[src/rtl/compact_timer_defs.vh]
// Register offsets, field positions and reset values of the compact timer
`ifndef COMPACT_TIMER_DEFS_VH
`define COMPACT_TIMER_DEFS_VH
// ----------------------------------------------------------------------
// Register byte addresses
// ----------------------------------------------------------------------
`define ADDR_CONTROL_A 6'h00
`define ADDR_CONTROL_B 6'h04
`define ADDR_COUNT_LOW 6'h08
`define ADDR_COUNT_HIGH 6'h0C
`define ADDR_DUTY_LOW 6'h10
`define ADDR_DUTY_HIGH 6'h14
`define ADDR_PERIOD 6'h18
// ----------------------------------------------------------------------
// Field positions
// ----------------------------------------------------------------------
`define PAUSE_BIT 7
`define CKSEL_HI 6
`define CKSEL_LO 4
`define ON_BIT 3
`define MODE_HI 7
`define MODE_LO 6
`define OFUNC_HI 5
`define OFUNC_LO 4
`define OCTL_BIT 3
`define POL_BIT 2
`define SWAP_BIT 1
`define CLRSRC_BIT 0
`define CONTROL_A_MASK 8'hF8
// ----------------------------------------------------------------------
// Encodings and reset values
// ----------------------------------------------------------------------
`define MODE_COMPARE 2'h0
`define MODE_PWM 2'h2
`define MODE_TIMER 2'h3
`define CK_SYS_DIV4 3'h0
`define CK_SYS 3'h1
`define CK_HIGH_DIV16 3'h2
`define CK_HIGH_DIV64 3'h3
`define CK_SUB_A 3'h4
`define CK_SUB_B 3'h5
`define CK_EXT_RISE 3'h6
`define CK_EXT_FALL 3'h7
`define RESET_BYTE 8'h00
`define SYS_DIV4_COUNT 4
`define HIGH_DIV16_COUNT 16
`define HIGH_DIV64_COUNT 64
`define RESP_OKAY 2'h0
`define RESP_SLVERR 2'h2
`endif

[src/rtl/compact_timer_module.v]
// Compact 16-bit timer with comparators, output pins and AXI4-Lite registers
`timescale 1ns/100ps
`default_nettype none
`include "compact_timer_defs.vh"
module compact_timer_module #(
   parameter HIGH_DIV16 = `HIGH_DIV16_COUNT,
   parameter HIGH_DIV64 = `HIGH_DIV64_COUNT
) (
   input wire sys_clk,
   input wire resetn,
   input wire highClkTick,
   input wire subClkTick,
   input wire externalClockPin,
   output wire [1:0] timerOutputPins,
   output reg compareAEvent,
   output reg comparePEvent,
   input wire [5:0] s_axi_awaddr,
   input wire s_axi_awvalid,
   output wire s_axi_awready,
   input wire [31:0] s_axi_wdata,
   input wire [3:0] s_axi_wstrb,
   input wire s_axi_wvalid,
   output wire s_axi_wready,
   output reg [1:0] s_axi_bresp,
   output reg s_axi_bvalid,
   input wire s_axi_bready,
   input wire [5:0] s_axi_araddr,
   input wire s_axi_arvalid,
   output wire s_axi_arready,
   output reg [31:0] s_axi_rdata,
   output reg [1:0] s_axi_rresp,
   output reg s_axi_rvalid,
   input wire s_axi_rready
);
   // ------------------------------------------------------------------
   // Register state
   // ------------------------------------------------------------------
   reg [7:0] controlA_r;
   reg [7:0] controlB_r;
   reg [15:0] duty_r;
   reg [7:0] period_r;
   reg [7:0] bufWrite_r;
   reg [7:0] bufRead_r;
   reg [15:0] count_r;
   reg [15:0] count_nxt;
   reg outLevel_r;
   reg onPrev_r;
   wire onBit = controlA_r[`ON_BIT];
   wire pauseBit = controlA_r[`PAUSE_BIT];
   wire [2:0] clockSelectField = controlA_r[`CKSEL_HI:`CKSEL_LO];
   wire [1:0] modeSelectField = controlB_r[`MODE_HI:`MODE_LO];
   wire [1:0] outputFunctionField = controlB_r[`OFUNC_HI:`OFUNC_LO];
   wire outputControlBit = controlB_r[`OCTL_BIT];
   wire outputPolarityBit = controlB_r[`POL_BIT];
   wire dutyPeriodSwapBit = controlB_r[`SWAP_BIT];
   wire clearSourceBit = controlB_r[`CLRSRC_BIT];
   wire onRise = onBit & ~onPrev_r;

   // ------------------------------------------------------------------
   // External clock synchroniser
   // ------------------------------------------------------------------
   reg extSync1_r;
   reg extSync2_r;
   reg extSync3_r;
   reg extLevel_r;
   // Three stages; a level counts once stages two and three agree
   always @(posedge sys_clk or negedge resetn) begin
      if (!resetn) begin
         extSync1_r <= 1'b0;
         extSync2_r <= 1'b0;
         extSync3_r <= 1'b0;
         extLevel_r <= 1'b0;
      end else begin
         extSync1_r <= externalClockPin;
         extSync2_r <= extSync1_r;
         extSync3_r <= extSync2_r;
         if (extSync2_r == extSync3_r) begin
            extLevel_r <= extSync3_r;
         end
      end
   end
   wire extNewLevel = (extSync2_r == extSync3_r) && (extSync3_r != extLevel_r);
   wire extRise = extNewLevel & extSync3_r;
   wire extFall = extNewLevel & ~extSync3_r;

   // ------------------------------------------------------------------
   // Clock dividers
   // ------------------------------------------------------------------
   localparam integer DIV16_LAST_I = HIGH_DIV16 - 1;
   localparam integer DIV64_LAST_I = HIGH_DIV64 - 1;
   localparam [5:0] DIV16_LAST = DIV16_LAST_I[5:0];
   localparam [5:0] DIV64_LAST = DIV64_LAST_I[5:0];
   reg [1:0] sysDiv_r;
   reg [5:0] div16_r;
   reg [5:0] div64_r;
   // Each divider wraps at its own count so both ratios stay exact
   always @(posedge sys_clk or negedge resetn) begin
      if (!resetn) begin
         sysDiv_r <= 2'h0;
         div16_r <= 6'h00;
         div64_r <= 6'h00;
      end else begin
         sysDiv_r <= sysDiv_r + 2'h1;
         if (highClkTick) begin
            div16_r <= (div16_r == DIV16_LAST) ? 6'h00 : div16_r + 6'h01;
            div64_r <= (div64_r == DIV64_LAST) ? 6'h00 : div64_r + 6'h01;
         end
      end
   end
   wire sysDiv4Tick = (sysDiv_r == 2'h3);
   wire high16Tick = highClkTick && (div16_r == DIV16_LAST);
   wire high64Tick = highClkTick && (div64_r == DIV64_LAST);

   reg countTick;
   always @* begin
      case (clockSelectField)
         `CK_SYS_DIV4: countTick = sysDiv4Tick;
         `CK_SYS: countTick = 1'b1;
         `CK_HIGH_DIV16: countTick = high16Tick;
         `CK_HIGH_DIV64: countTick = high64Tick;
         `CK_SUB_A: countTick = subClkTick;
         `CK_SUB_B: countTick = subClkTick;
         `CK_EXT_RISE: countTick = extRise;
         `CK_EXT_FALL: countTick = extFall;
         default: countTick = 1'b0;
      endcase
   end

   // ------------------------------------------------------------------
   // Comparators and counter
   // ------------------------------------------------------------------
   // period top-byte match
   // Match one tick before the top byte reaches the value, so the
   // counter clears in place of that step and the period is exact
   wire [7:0] periodLast = period_r - 8'h01;
   wire matchP = (count_r[15:8] == periodLast) && (count_r[7:0] == 8'hFF);
   wire matchA = (count_r == duty_r);
   // zero period wraps periodLast to FF, full roll
   wire overflow = (count_r == 16'hFFFF);
   wire isPwm = (modeSelectField == `MODE_PWM);
   wire periodIsA = isPwm ? dutyPeriodSwapBit : clearSourceBit;
   wire runTick = onBit & ~pauseBit & countTick;
   wire endPeriodP = runTick & matchP;
   wire endPeriodA = runTick & matchA;

   always @* begin
      count_nxt = count_r;
      // on rise is the only software clear
      if (onRise) begin
         count_nxt = 16'h0000;
      // pause and off hold the count
      end else if (runTick) begin
         if (periodIsA ? matchA : matchP) begin
            count_nxt = 16'h0000;
         end else begin
            count_nxt = count_r + 16'h0001;
         end
      end
   end

   always @(posedge sys_clk or negedge resetn) begin
      if (!resetn) begin
         count_r <= 16'h0000;
         onPrev_r <= 1'b0;
         compareAEvent <= 1'b0;
         comparePEvent <= 1'b0;
      end else begin
         count_r <= count_nxt;
         onPrev_r <= onBit;
         compareAEvent <= endPeriodA & ~(overflow & duty_r == 16'h0000 & ~isPwm);
         comparePEvent <= endPeriodP & ~(clearSourceBit & ~isPwm);
      end
   end

   // ------------------------------------------------------------------
   // Output pin logic
   // ------------------------------------------------------------------
   // mode dependent output
   reg outLevel_nxt;
   always @* begin
      outLevel_nxt = outLevel_r;
      case (modeSelectField)
         `MODE_COMPARE: begin
            if (onRise) begin
               outLevel_nxt = outputControlBit;
            end else if (endPeriodA) begin
               case (outputFunctionField)
                  2'h1: outLevel_nxt = 1'b0;
                  2'h2: outLevel_nxt = 1'b1;
                  2'h3: outLevel_nxt = ~outLevel_r;
                  default: outLevel_nxt = outLevel_r;
               endcase
            end
         end
         `MODE_PWM: begin
            case (outputFunctionField)
               2'h0: outLevel_nxt = ~outputControlBit;
               2'h1: outLevel_nxt = outputControlBit;
               2'h2: outLevel_nxt = (count_nxt < (dutyPeriodSwapBit ?
                                     {period_r, 8'h00} : duty_r)) ?
                                     outputControlBit : ~outputControlBit;
               default: outLevel_nxt = outLevel_r;
            endcase
         end
         default: outLevel_nxt = outLevel_r;
      endcase
      if (!onBit) begin
         outLevel_nxt = outLevel_r;
      end
   end

   always @(posedge sys_clk or negedge resetn) begin
      if (!resetn) begin
         outLevel_r <= 1'b0;
      end else begin
         outLevel_r <= outLevel_nxt;
      end
   end
   // two pins, second one inverted by polarity
   // Timer mode disables both pins, polarity included
   wire isTimer = (modeSelectField == `MODE_TIMER);
   wire pinLevel = isTimer ? 1'b0 : outLevel_r;
   assign timerOutputPins[0] = pinLevel;
   assign timerOutputPins[1] = pinLevel ^ (outputPolarityBit & ~isTimer);

   // ------------------------------------------------------------------
   // AXI4-Lite write channel
   // ------------------------------------------------------------------
   reg awHeld_r;
   reg wHeld_r;
   reg [5:0] awAddr_r;
   reg [7:0] wByte_r;
   reg wLane_r;
   // Address and data may arrive in either order; each is held until both are in
   assign s_axi_awready = ~awHeld_r & ~s_axi_bvalid;
   assign s_axi_wready = ~wHeld_r & ~s_axi_bvalid;
   wire awTake = s_axi_awvalid & s_axi_awready;
   wire wTake = s_axi_wvalid & s_axi_wready;
   wire haveAw = awHeld_r | awTake;
   wire haveW = wHeld_r | wTake;
   wire [5:0] wrAddr = awHeld_r ? awAddr_r : s_axi_awaddr;
   wire [7:0] wrByte = wHeld_r ? wByte_r : s_axi_wdata[7:0];
   wire wrLane = wHeld_r ? wLane_r : s_axi_wstrb[0];
   wire doWrite = haveAw & haveW;

   function mapped;
      input [5:0] addr;
      begin
         mapped = (addr[1:0] == 2'h0) && (addr <= `ADDR_PERIOD);
      end
   endfunction

   always @(posedge sys_clk or negedge resetn) begin
      if (!resetn) begin
         awHeld_r <= 1'b0;
         wHeld_r <= 1'b0;
         awAddr_r <= 6'h00;
         wByte_r <= 8'h00;
         wLane_r <= 1'b0;
         s_axi_bvalid <= 1'b0;
         s_axi_bresp <= `RESP_OKAY;
         controlA_r <= `RESET_BYTE;
         controlB_r <= `RESET_BYTE;
         duty_r <= 16'h0000;
         period_r <= `RESET_BYTE;
         bufWrite_r <= `RESET_BYTE;
      end else begin
         if (s_axi_bvalid && s_axi_bready) begin
            s_axi_bvalid <= 1'b0;
         end
         if (doWrite) begin
            awHeld_r <= 1'b0;
            wHeld_r <= 1'b0;
            s_axi_bvalid <= 1'b1;
            s_axi_bresp <= mapped(wrAddr) ? `RESP_OKAY : `RESP_SLVERR;
            if (wrLane) begin
               case (wrAddr)
                  `ADDR_CONTROL_A: controlA_r <= wrByte & `CONTROL_A_MASK;
                  `ADDR_CONTROL_B: controlB_r <= wrByte;
                  `ADDR_DUTY_LOW: bufWrite_r <= wrByte;
                  `ADDR_DUTY_HIGH: duty_r <= {wrByte, bufWrite_r};
                  `ADDR_PERIOD: period_r <= wrByte;
                  default: controlB_r <= controlB_r;
               endcase
            end
         end else begin
            if (awTake) begin
               awHeld_r <= 1'b1;
               awAddr_r <= s_axi_awaddr;
            end
            if (wTake) begin
               wHeld_r <= 1'b1;
               wByte_r <= s_axi_wdata[7:0];
               wLane_r <= s_axi_wstrb[0];
            end
         end
      end
   end

   // ------------------------------------------------------------------
   // AXI4-Lite read channel
   // ------------------------------------------------------------------
   // Low byte reads return the latch shared by count and duty
   assign s_axi_arready = ~s_axi_rvalid;
   wire arTake = s_axi_arvalid & s_axi_arready;
   always @(posedge sys_clk or negedge resetn) begin
      if (!resetn) begin
         s_axi_rvalid <= 1'b0;
         s_axi_rdata <= 32'h00000000;
         s_axi_rresp <= `RESP_OKAY;
         bufRead_r <= `RESET_BYTE;
      end else begin
         if (s_axi_rvalid && s_axi_rready) begin
            s_axi_rvalid <= 1'b0;
         end
         if (arTake) begin
            s_axi_rvalid <= 1'b1;
            s_axi_rresp <= mapped(s_axi_araddr) ? `RESP_OKAY : `RESP_SLVERR;
            s_axi_rdata <= 32'h00000000;
            case (s_axi_araddr)
               `ADDR_CONTROL_A: s_axi_rdata[7:0] <= controlA_r & `CONTROL_A_MASK;
               `ADDR_CONTROL_B: s_axi_rdata[7:0] <= controlB_r;
               `ADDR_COUNT_LOW: s_axi_rdata[7:0] <= bufRead_r;
               `ADDR_COUNT_HIGH: begin
                  s_axi_rdata[7:0] <= count_r[15:8];
                  bufRead_r <= count_r[7:0];
               end
               `ADDR_DUTY_LOW: s_axi_rdata[7:0] <= bufRead_r;
               `ADDR_DUTY_HIGH: begin
                  s_axi_rdata[7:0] <= duty_r[15:8];
                  bufRead_r <= duty_r[7:0];
               end
               `ADDR_PERIOD: s_axi_rdata[7:0] <= period_r;
               default: s_axi_rdata <= 32'h00000000;
            endcase
         end
      end
   end
endmodule // compact_timer_module
`default_nettype wire

[config.mk]
export PLATFORM = sky130hd
export DESIGN_NAME = compact_timer_module
export DESIGN_NICKNAME = d
export VERILOG_FILES = /design/src/rtl/compact_timer_module.v
export VERILOG_INCLUDE_DIRS = /design/src /design/src/rtl
export SDC_FILE = /design/constraint.sdc
export NUM_CORES = 1
export LEC_CHECK = 0
export ABC_CLOCK_PERIOD_IN_PS = 8800
export BUFFER_PORTS_ARGS = -buffer_cell sky130_fd_sc_hd__buf_4
export CAP_MARGIN = 25
export CORE_ASPECT_RATIO = 1.1
export CORE_UTILIZATION = 60
export DETAILED_ROUTE_END_ITERATION = 12
export GPL_TIMING_DRIVEN = 0
export PLACE_DENSITY_LB_ADDON = 0.3
export SYNTH_ARGS = -nofsm -noshare
export SYNTH_HDL_FRONTEND = slang
export SYNTH_SLANG_ARGS = --single-unit
[constraint.sdc]
create_clock -name sys_clk -period 8.8 [get_ports sys_clk]
set_clock_uncertainty 0.2 [all_clocks]
set_input_delay 1.76 -clock sys_clk [delete_from_list [all_inputs] [get_ports sys_clk]]
set_output_delay 1.76 -clock sys_clk [all_outputs]
set_load 0.005 [all_outputs]
==> results.md <==
- Buffers inserted to repair hold after CTS numbered 0.
- The share of synthesized area in the top cell type comes to 0.4444.
- The total grt overflow is 0.
- The post-synthesis cell type with the largest combined area is dfrtp_1.
- The routed design has 15.95 mm of wire.
- Of the total synthesized cell area, the portion taken by full adders, half adders and majority gates is 0.04593.
- The clock root buffer is clkbuf_16.
- Measured against its own limit, the worst slew margin works out to 0.3496.
- By area the synthesized netlist is led by dfrtp_1 (44%), mux2_2 (6.8%), ha_1 (4.4%).
- Of the total power, the share spent switching nets is 0.3410.
- The detailed router finished its first iteration with 445 violations.
- The total setup violations reported at the end of the flow is 0.
- The number of levels in the clock H-tree is 4.
- The path class of the lowest-slack min-delay path is reg -> reg.
- The internal power of the cells totals 1.336 mW.
- Pin placement for this block handled 103 I/O pins.
- The clock period minus final worst setup slack is 5.792 ns.
- The portion of netlist area occupied by mux cells is 0.1350.
- The largest family of logic cells by synthesized area is simple AND/OR/NAND/NOR gates.
- The detail route stage leaves a number of antenna-violating nets equal to 0.
- The number of instances in the synthesized netlist is 636.
- In this run the deepest clock path goes through 2 buffers.
- In this run, synthesis inferred 0 flip-flops with an integrated enable.
- Of the cells placed in the final design, the portion with a size suffix greater than 1 is 0.2321.
- After detailed routing, the average wire length per cell comes to 17.96 um.
- The commonest cells after synthesis are dfrtp_1 (120), nand2_1 (58), mux2_2 (41).
- In this run, post-CTS repair resized a total of 0 instances.
- The most common cell in the synthesized netlist is dfrtp_1.
- For this design, the sink count on the clock tree is 120.
- The Yosys warning count is 0.
- The number of iterations in the first detailed-routing pass is 6.
- The startpoint identified for the worst register-to-register timing path is period_r[0].
- The layout has 779 filler cells.
- The highest fanout seen on the critical path is 10.
- In the global route stage, overall resource usage came out at 0.2996.
- The synthesized-area fraction occupied by xor and xnor cells is 0.06370.
- For the worst setup path, the data required time is 8.88 ns.
- Of the available clock period, the critical path in the final layout requires 0.6582.
- The worst-margin pin slew is 0.9736 ns.
- The relative contribution of the clock network to total power is 0.308.
- The die covers 11,690 um2.
- The final worst hold slack is 0.1557 ns.
- The clock network latency to the later pin of the worst-skew pair is 0.41 ns.
- The share of total power dissipated in sequential elements is 0.400.
- Entering global routing, the biggest net connects 91 pins.
- For this design the ratio of total power to cell area is 255.0 nW/um2.
- In this run, distinct cell masters in the synthesized netlist total 63.
- The synthesized area per cell is 10.62 um2.
- STA puts the critical path data arrival time at 5.87 ns.
- The number of violations of the max-capacitance limit is 0.
- In this run the most critical hold path is launched from extSync1_r.
- The starting density of the core is 0.6164.
- The half-perimeter wire length after placement is 11.73 mm.
- The final core utilization is 0.7252.
- The number of buffer cells added on primary ports is 47.
- Measured along the y axis, the die boundary spans 113.3 um.
- The die outline width is 103.2 um.
- The setup total negative slack is 0 ns.
- In this run, synthesis produced a sequential element count of 120.
- The number of setup buffers added after CTS is 0.
- The final-report max-slew violation count is 0.
- The routability congestion estimate from global placement is 0.9315.
- The wire length of the first global-routing pass is 25.99 mm.
- Summing internal, switching and leakage power gives 2.027 mW.
- The sequential cell area fraction in the yosys report is 0.4444.
- Compared with the post-synthesis result, the final layout area differs by 17.65%.
- The share of total power in combinational logic is 0.292.
- The post-synth design cell area is 6756 um2.
- Setup repair after global routing left no endpoint under its margin.
- The CTS buffer count is 17.
- In the routed layout, each cell is associated on average with a via count of 5.876.
- The maximum clock frequency is 0.1727 GHz.
- In the synthesized netlist the async set-or-reset flop fraction comes to 1.000.
- In the routed design, unresolved DRC markers number 0.
- The number of antenna violations at the first check in global routing is 0.
- The count of vias placed by the detailed router is 5,218.
- At the end of the flow, the number of nets in the layout was 810.
- The worst setup path is of the in -> reg kind.
- The share of the synthesized area in compound gates (AO/OA/AOI/OAI) is 0.09722.
- The placed cell area is 7418 um2.
- After clock tree synthesis, the clock-pin slew on the worst setup and hold paths is 0.05 ns.
- The CTS tree is yes.
- The number of global-route vias before repair came to 5,136.
- The count of final hold-check violations is 0.
- STA classifies the critical path endpoint as a flop.
- Of the total synthesized cell area, the portion taken by AND, OR, NAND and NOR gates is 0.1563.
- The prevailing post-synth register cell is dfrtp_1.
- The nature of the critical path startpoint is an input port.
- The cell area after layout is 7949 um2.
- The worst-case IR drop observed on VDD is 0.0002342 V.
- The run finished with clean final reports.
- For this design the total switching power over the nets is 0.6910 mW.
- The number of antenna diodes in the final layout is 0.
- In this run the worst setup path begins at highClkTick.
- The row count is 40.
- The leakage dissipation is 3.841 nW.
- After floorplanning, the core was sized to cover 10,960 um2.
-- area by class of cell --
type,instances,area (um2),area share
plain buffers,50,335.3,0.04218
clock buffers,25,485.5,0.06107
clock inverters,7,45.04,0.005667
inverters,13,48.80,0.006139
multi-input cells,478,3463,0.4357
flip-flops and latches,120,3003,0.3778
well taps,147,183.9,0.02314
repair buffers,48,384.1,0.04832
-- per-stage QoR --
| step | setup slack, ns | cells |
|---|---|---|
| finish | 3.008 | 888 |
| global route | 2.781 | 888 |
| CTS | 3.105 | 888 |
| detailed placement | 2.705 | 856 |
| global placement | 2.683 | 855 |
| floorplan | 3.749 | 661 |
-- power by group through the flow --
stage	Sequential (mW)	Combinational [mW]	Clock, mW
4_1_cts	0.807	0.592	0.628
2_1_floorplan	0.770	0.426	0
5_1_grt	0.826	0.651	0.654
6_report	0.811	0.592	0.624
3_5_place_dp	0.813	0.584	0
3_3_place_gp	0.804	0.561	0
-- worst paths after layout --
kind                              endpoint  slack, ns  depth (start not counted)
worst max register to register  outLevel_r       3.65                         19
min in group asynchronous       div16_r[2]       1.02                          1
worst max-delay path            outLevel_r       3.01                         18
worst min-delay path            extSync2_r       0.16                          0
max in group asynchronous       count_r[2]       6.64                          2
worst min register to register  extSync2_r       0.16                          0
-- state kept, by name, summed over array words and instances, names as in the netlist, 8 cells and up --
register     flops
count_r         16
duty_r          16
bufRead_r        8
bufWrite_r       8
controlB_r       8
period_r         8
s_axi_rdata      8
wByte_r          8
-- layer usage --
layer | global-route usage | wire length (um) | vias to the layer above
met1 | 0.3786 | 6663 | 2541
met4 | 0.1155 | 413 | 0
met2 | 0.5009 | 7915 | 220
met3 | 0.06362 | 959 | 36
met5 | 0 | 0 | -
li1 | - | - | 2421
-- placed cells by master, fill, tap and decap left out, types with 24 or more instances in the layout --
master   instances
xor2_1          29
a21oi_1         26
nor2_1          30
buf_4           73
mux2_1          24
ha_1            24
mux2_2          41
conb_1          26
dfrtp_1        120
o21ai_0         30
nand2_1         58
-- worst max-delay path: stages --
cell	delay [ns]
buf_4	0.12
nand4_1	0.16
nor2_1	0.28
a221oi_4	0.17
nor2_4	0.25
and4_1	0.27
nand2b_1	0.11
buf_2	0.17
buf_2	0.25
nor2_1	0.11
ha_1	0.31
and4_1	0.20
o21ai_0	0.11
a2111oi_0	0.61
nand3_1	0.15
nor4b_1	0.52
or4_1	0.22
nand3_1	0.09
-- cell families after synthesis --
| group | after synthesis |
|---|---|
| simple gates | 193 |
| flops | 120 |
| compound gates | 104 |
| mux | 83 |
| buf+inv | 63 |
| xor+xnor | 47 |
| fa+ha+maj | 25 |
| other cells | 1 |
No activity file was read; power rests on OpenSTA's default activity.
